===== config.mk =====
export PLATFORM = sky130hd
export DESIGN_NAME = ssi_core
export DESIGN_NICKNAME = d
export VERILOG_FILES = /design/src/ssi_pkg.sv /design/src/ssi_core.sv
export SDC_FILE = /design/constraint.sdc
export NUM_CORES = 1
export LEC_CHECK = 0
export BUFFER_PORTS_ARGS = -buffer_cell sky130_fd_sc_hd__buf_2
export CORE_UTILIZATION = 58
export DETAILED_ROUTE_END_ITERATION = 8
export PLACE_DENSITY = 0.81
export SYNTH_ARGS = -nofsm -noshare
export SYNTH_HDL_FRONTEND = slang
export SYNTH_SLANG_ARGS = --single-unit
export TNS_END_PERCENT = 30

===== constraint.sdc =====
create_clock -name i_clk -period 2.7 [get_ports i_clk]
set_input_delay 0.54 -clock i_clk [delete_from_list [all_inputs] [get_ports i_clk]]
set_output_delay 0.54 -clock i_clk [all_outputs]
set_load 0.01 [all_outputs]

===== src/ssi_pkg.sv =====
/*
  Constants and types shared by the two-wire serial port core.
  Assumes a 32-bit APB register bus; registers sit at word index times four.
*/
`default_nettype none

package ssi_pkg;

  // Register word indexes; the byte address is four times the index
  localparam logic [9:0] IDX_STATUS   = 10'h18F;  // serial_port_status
  localparam logic [9:0] IDX_CTRL1    = 10'h190;  // port_control_one
  localparam logic [9:0] IDX_CTRL2    = 10'h191;  // port_control_two
  localparam logic [9:0] IDX_CTRL3    = 10'h192;  // port_control_three
  localparam logic [9:0] IDX_BUFFER   = 10'h193;  // transfer_buffer
  localparam logic [9:0] IDX_ADDR     = 10'h194;  // own_address_or_rate_reload / mask
  localparam logic [9:0] IDX_IRQ_STAT = 10'h195;  // Sticky event flags, read only
  localparam logic [9:0] IDX_IRQ_CLR  = 10'h196;  // Write one to clear, write only
  localparam logic [9:0] IDX_IRQ_EN   = 10'h197;  // Event enables

  // port_control_one fields
  localparam int unsigned CTRL1_EN_BIT = 5;        // Port enable
  localparam logic [3:0]  MODE_SLAVE7  = 4'h6;     // Slave, 7-bit address
  localparam logic [3:0]  MODE_MASTER  = 4'h8;     // Master, rate from reload
  localparam logic [3:0]  MODE_MASK    = 4'h9;     // Slave, mask register reachable

  // port_control_two fields
  localparam int unsigned CTRL2_START  = 0;        // Issue start, self clearing
  localparam int unsigned CTRL2_STOP   = 2;        // Issue stop, self clearing
  localparam int unsigned CTRL2_RCV    = 3;        // Receive one byte, self clearing
  localparam int unsigned CTRL2_ACKDT  = 5;        // Acknowledge value sent as master
  localparam int unsigned CTRL2_ACKST  = 6;        // Acknowledge seen, hardware owned

  // Interrupt event bits
  localparam int unsigned IRQ_W        = 3;
  localparam int unsigned IRQ_BYTE     = 0;        // port_irq_flag
  localparam int unsigned IRQ_STOP     = 1;
  localparam int unsigned IRQ_ARB      = 2;

  // Reset values
  localparam logic [7:0]  STAT_RESET   = 8'h00;
  localparam logic [7:0]  CTRL_RESET   = 8'h00;
  localparam logic [7:0]  ADDR_RESET   = 8'h00;
  localparam logic [7:0]  MASK_RESET   = 8'hFF;

  // Bit slot counts within a byte frame
  localparam logic [3:0]  SLOT_ACK     = 4'h8;     // Eight data bits precede it
  localparam logic [3:0]  SLOT_END     = 4'h9;     // Ninth clock finished

  // serial_port_status layout, bit 7 first
  typedef struct packed {
    logic slew;       // sample_or_slew_select
    logic smbus;      // Bus-specific input levels
    logic data_addr;  // Last slave byte was data
    logic stop;       // Stop seen last
    logic start;      // Start seen last
    logic rd_wr;      // Direction of last address
    logic upd_addr;   // Unused, reads zero
    logic buf_full;   // transfer_buffer holds unread data
  } ssi_stat_type;

  // Master sequencer
  typedef enum logic [3:0] {
    M_IDLE, M_START, M_HOLD, M_LOW, M_REL, M_RISE, M_HIGH, M_STOP, M_STOPW
  } ssi_mst_type;

  // Slave sequencer
  typedef enum logic [1:0] {
    S_IDLE, S_ADDR, S_RX, S_TX
  } ssi_slv_type;

endpackage

`default_nettype wire


===== src/ssi_core.sv =====
/*
  Two-wire serial port core: master and slave byte engine, APB registers,
  interrupt gathering. Assumes open-drain SCL/SDA resolved outside and a
  single 250 MHz clock; pin inputs are asynchronous.
*/
// Added by the designer: register access over APB.
// Functional notes
// - Whole bytes, most significant bit first
// - Full byte goes to buffer, raises flag
// - Buffer write loads buffer and shifter together
// - Shifter is hidden from software
// - Address register: own address or rate reload
// - Mask shares address slot, mask mode only
// - Controls read/write except the hardware-owned acknowledge bit; status upper two writable
// - Master waits while clock held low
// - Master watches data line for arbitration
// - Status bit 7 sample point in SPI
// - Status bit 7 disables slew control
// - Status bit 6 transmit edge in SPI
// - Status bit 6 enables bus-specific levels
// - Status bit 5 data versus address
// - Status bit 4 stop seen last
`timescale 1ns/1ns
`default_nettype none

module ssi_core (
  // Clock and reset
  input  wire logic        i_clk,
  input  wire logic        i_srst,
  // APB slave
  input  wire logic        i_psel,
  input  wire logic        i_penable,
  input  wire logic        i_pwrite,
  input  wire logic [11:0] i_paddr,
  input  wire logic [31:0] i_pwdata,
  output var  logic [31:0] o_prdata,
  output var  logic        o_pready,
  output var  logic        o_pslverr,
  // Bus pins, open drain
  input  wire logic        i_scl,
  output var  logic        o_scl,
  output var  logic        o_scl_oe_n,
  input  wire logic        i_sda,
  output var  logic        o_sda,
  output var  logic        o_sda_oe_n,
  // Pad controls and interrupt
  output var  logic        o_slew_ctrl_off,
  output var  logic        o_smbus_levels,
  output var  logic        o_irq
);

  // Pin synchronisers and edge history
  logic scl_meta_q, scl_q, scl_prev_q;
  logic sda_meta_q, sda_q, sda_prev_q;

  // Registers seen by software
  ssi_pkg::ssi_stat_type stat_q, stat_d;
  logic [7:0]             ctrl1_q, ctrl1_d, ctrl2_q, ctrl2_d, ctrl3_q, ctrl3_d;
  logic [7:0]             buf_q, buf_d, own_q, own_d, mask_q, mask_d;
  logic [ssi_pkg::IRQ_W-1:0] irq_q, irq_d, irq_en_q, irq_en_d;
  logic [31:0]            rdata_q, rdata_d;

  // Engine state
  ssi_pkg::ssi_mst_type  m_st_q, m_st_d;
  ssi_pkg::ssi_slv_type  s_st_q, s_st_d;
  logic [7:0]             shf_q, shf_d;        // bit_shifter, loaded by buffer writes, no read path
  logic [3:0]             cnt_q, cnt_d;        // Clock slot within byte
  logic [6:0]             brg_q, brg_d;        // Rate divider
  logic                   scl_low_q, scl_low_d, sda_low_q, sda_low_d;
  logic                   rw_q, rw_d, ack_q, ack_d, tx_q, tx_d;

  // Engine events toward the register group
  logic byte_ev, load_buf, is_data, arb_ev, start_done, stop_done, rcv_done;

  // Decode
  logic       wr_en, rd_acc, setup, hit, buf_wr, tick, match;
  logic       master_mode, slave_mode, mask_mode;
  logic       scl_rise, scl_fall, start_det, stop_det;
  logic [9:0] idx;

  // Two flops before any logic looks at a pin
  always_ff @(posedge i_clk)
  begin
    scl_meta_q <= i_scl;
    scl_q      <= scl_meta_q;
    scl_prev_q <= scl_q;
    sda_meta_q <= i_sda;
    sda_q      <= sda_meta_q;
    sda_prev_q <= sda_q;
  end

  // Bus conditions from the settled copies
  assign scl_rise  = scl_q & ~scl_prev_q;
  assign scl_fall  = ~scl_q & scl_prev_q;
  assign start_det = scl_q & scl_prev_q & sda_prev_q & ~sda_q;
  assign stop_det  = scl_q & scl_prev_q & ~sda_prev_q & sda_q;

  // Access decode; zero wait states, so every access phase completes
  assign idx       = i_paddr[11:2];
  assign setup     = i_psel & ~i_penable;
  assign wr_en     = i_psel & i_penable & i_pwrite & hit;
  assign rd_acc    = i_psel & i_penable & ~i_pwrite & hit;
  assign buf_wr    = wr_en & (idx == ssi_pkg::IDX_BUFFER);
  assign hit       = (idx >= ssi_pkg::IDX_STATUS) && (idx <= ssi_pkg::IDX_IRQ_EN);

  // Mode selection
  assign master_mode = ctrl1_q[ssi_pkg::CTRL1_EN_BIT] & (ctrl1_q[3:0] == ssi_pkg::MODE_MASTER);
  assign mask_mode   = ctrl1_q[3:0] == ssi_pkg::MODE_MASK;
  assign slave_mode  = ctrl1_q[ssi_pkg::CTRL1_EN_BIT] &
                       ((ctrl1_q[3:0] == ssi_pkg::MODE_SLAVE7) | mask_mode);

  // Masked compare of the received address against our own
  assign match = (((shf_q[7:1] ^ own_q[7:1]) & mask_q[7:1]) == 7'h00);
  assign tick  = (brg_q == 7'h00);

  // Engine: next state for master and slave sequencers
  always_comb
  begin
    m_st_d     = m_st_q;
    s_st_d     = s_st_q;
    shf_d      = shf_q;
    cnt_d      = cnt_q;
    scl_low_d  = scl_low_q;
    sda_low_d  = sda_low_q;
    rw_d       = rw_q;
    ack_d      = ack_q;
    tx_d       = tx_q;
    byte_ev    = 1'b0;
    load_buf   = 1'b0;
    is_data    = 1'b0;
    arb_ev     = 1'b0;
    start_done = 1'b0;
    stop_done  = 1'b0;
    rcv_done   = 1'b0;
    // Divider reloads from the low seven address bits in master mode
    brg_d = (tick | ~master_mode) ? own_q[6:0] : brg_q - 7'h01;
    // A buffer write also lands in the shifter, no second stage
    if (buf_wr)
      shf_d = i_pwdata[7:0];
    if (master_mode)
    begin
      s_st_d = ssi_pkg::S_IDLE;
      case (m_st_q)
        ssi_pkg::M_IDLE:
          if (ctrl2_q[ssi_pkg::CTRL2_START] && tick)
          begin
            sda_low_d = 1'b1;
            m_st_d    = ssi_pkg::M_START;
          end
        ssi_pkg::M_START:
          if (tick)
          begin
            scl_low_d  = 1'b1;
            start_done = 1'b1;
            m_st_d     = ssi_pkg::M_HOLD;
          end
        // Bus owned, clock held low, waiting for software
        ssi_pkg::M_HOLD:
          if (buf_wr)
          begin
            tx_d   = 1'b1;
            cnt_d  = 4'h0;
            m_st_d = ssi_pkg::M_LOW;
          end
          else if (ctrl2_q[ssi_pkg::CTRL2_RCV])
          begin
            tx_d     = 1'b0;
            cnt_d    = 4'h0;
            rcv_done = 1'b1;
            m_st_d   = ssi_pkg::M_LOW;
          end
          else if (ctrl2_q[ssi_pkg::CTRL2_STOP] && tick)
          begin
            sda_low_d = 1'b1;
            m_st_d    = ssi_pkg::M_STOP;
          end
        // Present the next bit while the clock is low
        ssi_pkg::M_LOW:
          if (tick)
          begin
            if (cnt_q != ssi_pkg::SLOT_ACK)
              sda_low_d = tx_q & ~shf_q[7];
            else
              sda_low_d = ~tx_q & ~ctrl2_q[ssi_pkg::CTRL2_ACKDT];
            m_st_d = ssi_pkg::M_REL;
          end
        ssi_pkg::M_REL:
          if (tick)
          begin
            scl_low_d = 1'b0;
            m_st_d    = ssi_pkg::M_RISE;
          end
        // Clock released; a slave holding it low keeps us here
        ssi_pkg::M_RISE:
          if (scl_q)
            m_st_d = ssi_pkg::M_HIGH;
        ssi_pkg::M_HIGH:
          if (tick)
          begin
            if (!sda_low_q && !sda_q && tx_q && cnt_q != ssi_pkg::SLOT_ACK)
            begin
              // Another master pulled a one to zero: back off entirely
              arb_ev    = 1'b1;
              scl_low_d = 1'b0;
              sda_low_d = 1'b0;
              m_st_d    = ssi_pkg::M_IDLE;
            end
            else
            begin
              scl_low_d = 1'b1;
              cnt_d     = cnt_q + 4'h1;
              if (cnt_q != ssi_pkg::SLOT_ACK)
              begin
                shf_d = {shf_q[6:0], sda_q};
                m_st_d = ssi_pkg::M_LOW;
              end
              else
              begin
                ack_d    = sda_q;
                byte_ev  = 1'b1;
                load_buf = ~tx_q;
                m_st_d   = ssi_pkg::M_HOLD;
              end
            end
          end
        ssi_pkg::M_STOP:
          if (tick)
          begin
            scl_low_d = 1'b0;
            m_st_d    = ssi_pkg::M_STOPW;
          end
        ssi_pkg::M_STOPW:
          if (tick && scl_q)
          begin
            sda_low_d = 1'b0;
            stop_done = 1'b1;
            m_st_d    = ssi_pkg::M_IDLE;
          end
        default:
          m_st_d = ssi_pkg::M_IDLE;
      endcase
    end
    else if (slave_mode)
    begin
      m_st_d = ssi_pkg::M_IDLE;
      if (start_det)
      begin
        s_st_d    = ssi_pkg::S_ADDR;
        cnt_d     = 4'h0;
        scl_low_d = 1'b0;
        sda_low_d = 1'b0;
      end
      else if (stop_det)
      begin
        s_st_d    = ssi_pkg::S_IDLE;
        scl_low_d = 1'b0;
        sda_low_d = 1'b0;
      end
      else if (s_st_q == ssi_pkg::S_TX && scl_low_q && buf_wr)
      begin
        // Software refilled the buffer: drive the top bit, free the clock
        sda_low_d = ~i_pwdata[7];
        scl_low_d = 1'b0;
      end
      else if (scl_rise && s_st_q != ssi_pkg::S_IDLE)
      begin
        cnt_d = cnt_q + 4'h1;
        if (s_st_q != ssi_pkg::S_TX && cnt_q != ssi_pkg::SLOT_ACK)
          shf_d = {shf_q[6:0], sda_q};
        else if (s_st_q == ssi_pkg::S_TX && cnt_q == ssi_pkg::SLOT_ACK)
          ack_d = sda_q;
      end
      else if (scl_fall && s_st_q != ssi_pkg::S_IDLE)
      begin
        if (cnt_q == ssi_pkg::SLOT_ACK)
        begin
          byte_ev = 1'b1;
          case (s_st_q)
            ssi_pkg::S_ADDR:
              if (match)
              begin
                sda_low_d = 1'b1;
                load_buf  = 1'b1;
                rw_d      = shf_q[0];
              end
              else
              begin
                byte_ev = 1'b0;
                s_st_d  = ssi_pkg::S_IDLE;
              end
            ssi_pkg::S_RX:
            begin
              sda_low_d = 1'b1;
              load_buf  = 1'b1;
              is_data   = 1'b1;
            end
            default:
            begin
              sda_low_d = 1'b0;
              is_data   = 1'b1;
            end
          endcase
        end
        else if (cnt_q == ssi_pkg::SLOT_END)
        begin
          cnt_d     = 4'h0;
          sda_low_d = 1'b0;
          if (s_st_q == ssi_pkg::S_ADDR)
            s_st_d = rw_q ? ssi_pkg::S_TX : ssi_pkg::S_RX;
          // Holding the clock until software supplies the next byte
          scl_low_d = (s_st_q == ssi_pkg::S_ADDR && rw_q) ||
                      (s_st_q == ssi_pkg::S_TX && !ack_q);
          if (s_st_q == ssi_pkg::S_TX && ack_q)
            s_st_d = ssi_pkg::S_IDLE;
        end
        else if (s_st_q == ssi_pkg::S_TX)
        begin
          sda_low_d = ~shf_q[6];
          shf_d     = {shf_q[6:0], 1'b0};
        end
      end
    end
    else
    begin
      // Port off: release both lines and park
      m_st_d    = ssi_pkg::M_IDLE;
      s_st_d    = ssi_pkg::S_IDLE;
      scl_low_d = 1'b0;
      sda_low_d = 1'b0;
    end
  end

  // Engine registers
  always_ff @(posedge i_clk)
  begin
    if (i_srst)
    begin
      m_st_q    <= ssi_pkg::M_IDLE;
      s_st_q    <= ssi_pkg::S_IDLE;
      shf_q     <= 8'h00;
      cnt_q     <= 4'h0;
      brg_q     <= 7'h00;
      scl_low_q <= 1'b0;
      sda_low_q <= 1'b0;
      rw_q      <= 1'b0;
      ack_q     <= 1'b0;
      tx_q      <= 1'b0;
    end
    else
    begin
      m_st_q    <= m_st_d;
      s_st_q    <= s_st_d;
      shf_q     <= shf_d;
      cnt_q     <= cnt_d;
      brg_q     <= brg_d;
      scl_low_q <= scl_low_d;
      sda_low_q <= sda_low_d;
      rw_q      <= rw_d;
      ack_q     <= ack_d;
      tx_q      <= tx_d;
    end
  end

  // Register file: software writes, hardware updates, read capture
  always_comb
  begin
    stat_d   = stat_q;
    ctrl1_d  = ctrl1_q;
    ctrl3_d  = ctrl3_q;
    buf_d    = buf_q;
    own_d    = own_q;
    mask_d   = mask_q;
    irq_en_d = irq_en_q;
    irq_d    = irq_q;
    rdata_d  = rdata_q;
    // Hardware clears commands first so a same-cycle write re-arms them
    ctrl2_d = ctrl2_q;
    ctrl2_d[ssi_pkg::CTRL2_START] = ctrl2_q[ssi_pkg::CTRL2_START] & ~start_done;
    ctrl2_d[ssi_pkg::CTRL2_STOP]  = ctrl2_q[ssi_pkg::CTRL2_STOP] & ~stop_done & ~arb_ev;
    ctrl2_d[ssi_pkg::CTRL2_RCV]   = ctrl2_q[ssi_pkg::CTRL2_RCV] & ~rcv_done;
    if (wr_en)
      case (idx)
        ssi_pkg::IDX_STATUS:
        begin
          stat_d.slew  = i_pwdata[7];
          stat_d.smbus = i_pwdata[6];
        end
        ssi_pkg::IDX_CTRL1:    ctrl1_d  = i_pwdata[7:0];
        ssi_pkg::IDX_CTRL2:    ctrl2_d  = i_pwdata[7:0];
        ssi_pkg::IDX_CTRL3:    ctrl3_d  = i_pwdata[7:0];
        ssi_pkg::IDX_BUFFER:   buf_d    = i_pwdata[7:0];
        ssi_pkg::IDX_ADDR:
          if (mask_mode)
            mask_d = i_pwdata[7:0];
          else
            own_d = i_pwdata[7:0];
        ssi_pkg::IDX_IRQ_CLR:  irq_d    = irq_q & ~i_pwdata[ssi_pkg::IRQ_W-1:0];
        ssi_pkg::IDX_IRQ_EN:   irq_en_d = i_pwdata[ssi_pkg::IRQ_W-1:0];
        default:               rdata_d  = rdata_q;
      endcase
    // Acknowledge bit is hardware owned
    ctrl2_d[ssi_pkg::CTRL2_ACKST] = ack_q;
    // Reading the buffer empties it; a new byte in the same cycle wins
    if (rd_acc && idx == ssi_pkg::IDX_BUFFER)
      stat_d.buf_full = 1'b0;
    if (load_buf)
    begin
      buf_d           = shf_q;
      stat_d.buf_full = 1'b1;
    end
    if (byte_ev && slave_mode)
    begin
      stat_d.data_addr = is_data;
      stat_d.rd_wr     = is_data ? stat_q.rd_wr : shf_q[0];
    end
    if (start_det)
    begin
      stat_d.start = 1'b1;
      stat_d.stop  = 1'b0;
    end
    if (stop_det)
    begin
      stat_d.stop  = 1'b1;
      stat_d.start = 1'b0;
    end
    stat_d.upd_addr = 1'b0;
    // Sticky events; set beats a simultaneous clear
    irq_d[ssi_pkg::IRQ_BYTE] = irq_d[ssi_pkg::IRQ_BYTE] | byte_ev;
    irq_d[ssi_pkg::IRQ_STOP] = irq_d[ssi_pkg::IRQ_STOP] | stop_det;
    irq_d[ssi_pkg::IRQ_ARB]  = irq_d[ssi_pkg::IRQ_ARB] | arb_ev;
    // Read data captured in the setup cycle; the shifter has no slot
    if (setup)
      case (idx)
        ssi_pkg::IDX_STATUS:   rdata_d = {24'h000000, stat_q};
        ssi_pkg::IDX_CTRL1:    rdata_d = {24'h000000, ctrl1_q};
        ssi_pkg::IDX_CTRL2:    rdata_d = {24'h000000, ctrl2_q};
        ssi_pkg::IDX_CTRL3:    rdata_d = {24'h000000, ctrl3_q};
        ssi_pkg::IDX_BUFFER:   rdata_d = {24'h000000, buf_q};
        ssi_pkg::IDX_ADDR:     rdata_d = {24'h000000, mask_mode ? mask_q : own_q};
        ssi_pkg::IDX_IRQ_STAT: rdata_d = {29'h00000000, irq_q};
        ssi_pkg::IDX_IRQ_EN:   rdata_d = {29'h00000000, irq_en_q};
        default:               rdata_d = 32'h00000000;
      endcase
  end

  // Register file flops
  always_ff @(posedge i_clk)
  begin
    if (i_srst)
    begin
      stat_q   <= ssi_pkg::STAT_RESET;
      ctrl1_q  <= ssi_pkg::CTRL_RESET;
      ctrl2_q  <= ssi_pkg::CTRL_RESET;
      ctrl3_q  <= ssi_pkg::CTRL_RESET;
      buf_q    <= ssi_pkg::CTRL_RESET;
      own_q    <= ssi_pkg::ADDR_RESET;
      mask_q   <= ssi_pkg::MASK_RESET;
      irq_q    <= 3'h0;
      irq_en_q <= 3'h0;
      rdata_q  <= 32'h00000000;
    end
    else
    begin
      stat_q   <= stat_d;
      ctrl1_q  <= ctrl1_d;
      ctrl2_q  <= ctrl2_d;
      ctrl3_q  <= ctrl3_d;
      buf_q    <= buf_d;
      own_q    <= own_d;
      mask_q   <= mask_d;
      irq_q    <= irq_d;
      irq_en_q <= irq_en_d;
      rdata_q  <= rdata_d;
    end
  end

  // Outputs; pins only ever pull low
  assign o_prdata        = rdata_q;
  assign o_pready        = 1'b1;
  assign o_pslverr       = i_psel & i_penable & ~hit;
  assign o_scl           = 1'b0;
  assign o_sda           = 1'b0;
  assign o_scl_oe_n      = ~scl_low_q;
  assign o_sda_oe_n      = ~sda_low_q;
  assign o_slew_ctrl_off = stat_q.slew;
  assign o_smbus_levels  = stat_q.smbus;
  assign o_irq           = |(irq_q & irq_en_q);
endmodule

`default_nettype wire


==> flow_summary.yaml <==
outcome:
  outcome: "complete, no violations"
sta:
  rsz0062_at_grt: "false"
  worst_pin_slew_ns: 0.851
  whs_ns: 0.268
  setup_slack_ns: 0.192
  setup_violations: 0
  slew_viol_final: 0
  hold_viol: 0
  fin_skew_ns: 0.0213
  worst_slew_margin_rel_pct: 43.2
  tns_ns: 0
  fin_crit_sh_pct: 92.9
  fmax_mhz: 399
  post-route-min-period_ns: 2.51
clock_tree:
  root_buffer: "clkbuf_8"
  numCtsBuffers: 9
  clk_path_buf_depth: 2
  cts_setup_buffers: 0
  cts_sinks: 105
  ctsHtreeMaxLevel: 3
  cts_hold_buf: 0
  ctsResizeCount: 0
  cts_tree: "built"
  path_clk_slew_ns: 0.11
  clock_latency_ns: 0.38
yosys:
  syn_avg_cell_area_um2: 8.32
  ys_types: 85
  syn_inst: 740
  synth_warnings: 0
  synthArstFlopShare_pct: 0
  synth_edf_count: 0
  synthFlopType: "dfxtp_1"
  synth_seq_cells: 105
  syn_area_mm2: 0.00616
  yosysSeqAreaShare_pct: 34.1
die:
  initial_core_util_pct: 59.7
  ios: 92
  die_area_mm2: 0.0110
  fp.dieH_um: 105
  die_w_um: 105
  num_rows: 37
  core-area_mm2: 0.0103
power_and_ir_drop:
  p_leak_nw: 2.58
  powerDensity_mw_per_mm2: 403
  irDropWorstVdd_uv: 258
placed_design:
  io_buffers: 38
  place_congestion: 0.951
  hpwlAfterDp_um: 13900
  place_ws_ns: 0.132
  dp.cells: 908
critical_path:
  cp_max_fo: 17
  rr_worst_depth: 8
  critPathMaxStageDelay_ns: 0.42
  critPathArrivalTime_ns: 2.77
  critPathRequiredTime_ns: 2.96
  crit_path_end_kind: "flop"
  cpMaxStageDelayCell: "and2_1"
  startpoint_type: "flop"
  worstPathCellList: "inv_1, ha_1, nor3b_2, and2_1, nand4_1, o32a_1, buf_4, a311oi_1"
  path_class: "reg2reg"
route:
  drtPass1Iterations: 6
  routed_wl_um: 18400
  antenna_left: 0
  drt-vias-per-instance: 6.35
  routedWlPerCell_um: 19.9
  vias: 5864
  drt_iter0_markers: 587
  drc: 0
grt:
  globalRouteTotalUtil_pct: 34.0
  grt_max_degree: 80
  grt_antenna_before_repair: 0
  grt_pass1_vias: 5525
  gr-total-overflow: 0
  grt_pass1_wl_um: 29100
final_layout:
  diodes: 0
  multi_input_area_mm2: 0.00369
  final_nets: 842
  layout_common_cells: "dfxtp_1 (105), nand2_1 (91), nor2_1 (87), mux2i_1 (52), a21oi_1 (45)"
  final_util_pct: 65.1
  drive_above_1_share_pct: 16.1
  seq_area_mm2: 0.00210
  nFillCells: 910
  final_common_cell: "dfxtp_1"
  syn_to_final_growth_pct: 9.12
  final_cell_count_no_fill: 924
worst_hold_path:
  hp-class: "in2reg"
  min_delay_path_depth: 1
flow_run:
  cap_violations: 0
## worst paths after layout
check | start | slack [ns] | endpoint
max | brg_q[0]$_SDFF_PP0_ | 0.19 | buf_q[0]$_SDFFE_PP0P_
min | i_scl | 0.27 | scl_meta_q$_DFF_P_
max reg2reg | brg_q[0]$_SDFF_PP0_ | 0.19 | buf_q[0]$_SDFFE_PP0P_
min reg2reg | sda_meta_q$_DFF_P_ | 0.33 | sda_q$_DFF_P_
## through the flow
stage | power, W | area, um2
4_1_cts | 0.00272 | 6720
5_1_grt | 0.00280 | 6720
2_1_floorplan | 0.00172 | 6250
6_report | 0.00271 | 6720
3_3_place_gp | 0.00175 | 6520
3_5_place_dp | 0.00176 | 6520
## synthesized netlist by cell type (all sizes together) (4+ instances only)
master,n,area (um2)
dfxtp,105,2100
nand2,92,348
nor2,87,327
mux2i,52,521
a21oi,45,225
buf,43,294
o21ai,31,155
clkbuf,27,101
nand3,19,105
inv,18,67.6
a211oi,16,120
nor3,16,96.4
nand2b,11,76.3
nand4,11,68.8
a31oi,9,56.3
xor2,9,78.8
a22oi,8,60.1
a311oi,8,76.3
ha,8,100
nor3b,8,75.1
nor4,8,86.3
mux4,7,158
and2,6,37.5
or4,6,48.8
nand3b,5,37.5
xnor2,5,43.8
a32oi,4,35.0
and4,4,35.0
nor2b,4,25.0
or3,4,30.0
## area by class of cell
type	instances	share of cell area (%)
Timing Repair Buffer	77	7.37
Multi-Input combinational cell	572	55.0
Tap cell	136	2.53
Inverter	18	1.01
Clock buffer	10	2.05
Sequential cell	105	31.3
Clock inverter	6	0.800
## critical path, delay by kind of cell (launching register included)
family | cells | cell delay (ns)
AO/OA/AOI/OAI | 2 | 0.53
adder cells (fa/ha/maj) | 1 | 0.18
buffers and inverters | 2 | 0.27
flip-flops | 1 | 0.34
AND/OR/NAND/NOR | 3 | 1.08
## power breakdown
group | switching [W] | internal, W | leakage [nW] | total, W
logic | 0.000119 | 0.0000447 | 1.63 | 0.000164
registers | 0.00000691 | 0.00155 | 0.848 | 0.00156
clock network | 0.000601 | 0.000383 | 0.102 | 0.000984
total | 0.000727 | 0.00198 | 2.58 | 0.00271
## state kept, by name, indices dropped and copies added (netlist names), 2 cells and up
name      flops
buf_q         8
ctrl1_q       8
ctrl2_q       8
ctrl3_q       8
mask_q        8
o_prdata      8
own_q         8
shf_q         8
brg_q         7
stat_q        5
cnt_q         4
m_st_q        4
irq_en_q      3
irq_q         3
s_st_q        2
## per-layer routing
layer	routed length, um	part of all wire [%]	global-route usage (%)
met5	0	0	0
met4	664	3.6	14.9
met3	1570	8.6	4.93
met2	8500	46	55.4
met1	7640	42	44.8
## cell families (layout without fill, tap and decap cells)
kind of cell / Yosys count / after routing / share of synthesized area (%)
simple gates: 298 / 298 / 25.2
flops: 105 / 105 / 34.1
fa+ha+maj: 8 / 8 / 1.63
compound gates: 163 / 163 / 17.9
mux: 62 / 62 / 11.6
other cells: 2 / 27 / 0.122
xor+xnor: 14 / 14 / 1.99
buf+inv: 88 / 111 / 7.52
No activity file was read; power rests on OpenSTA's default activity.
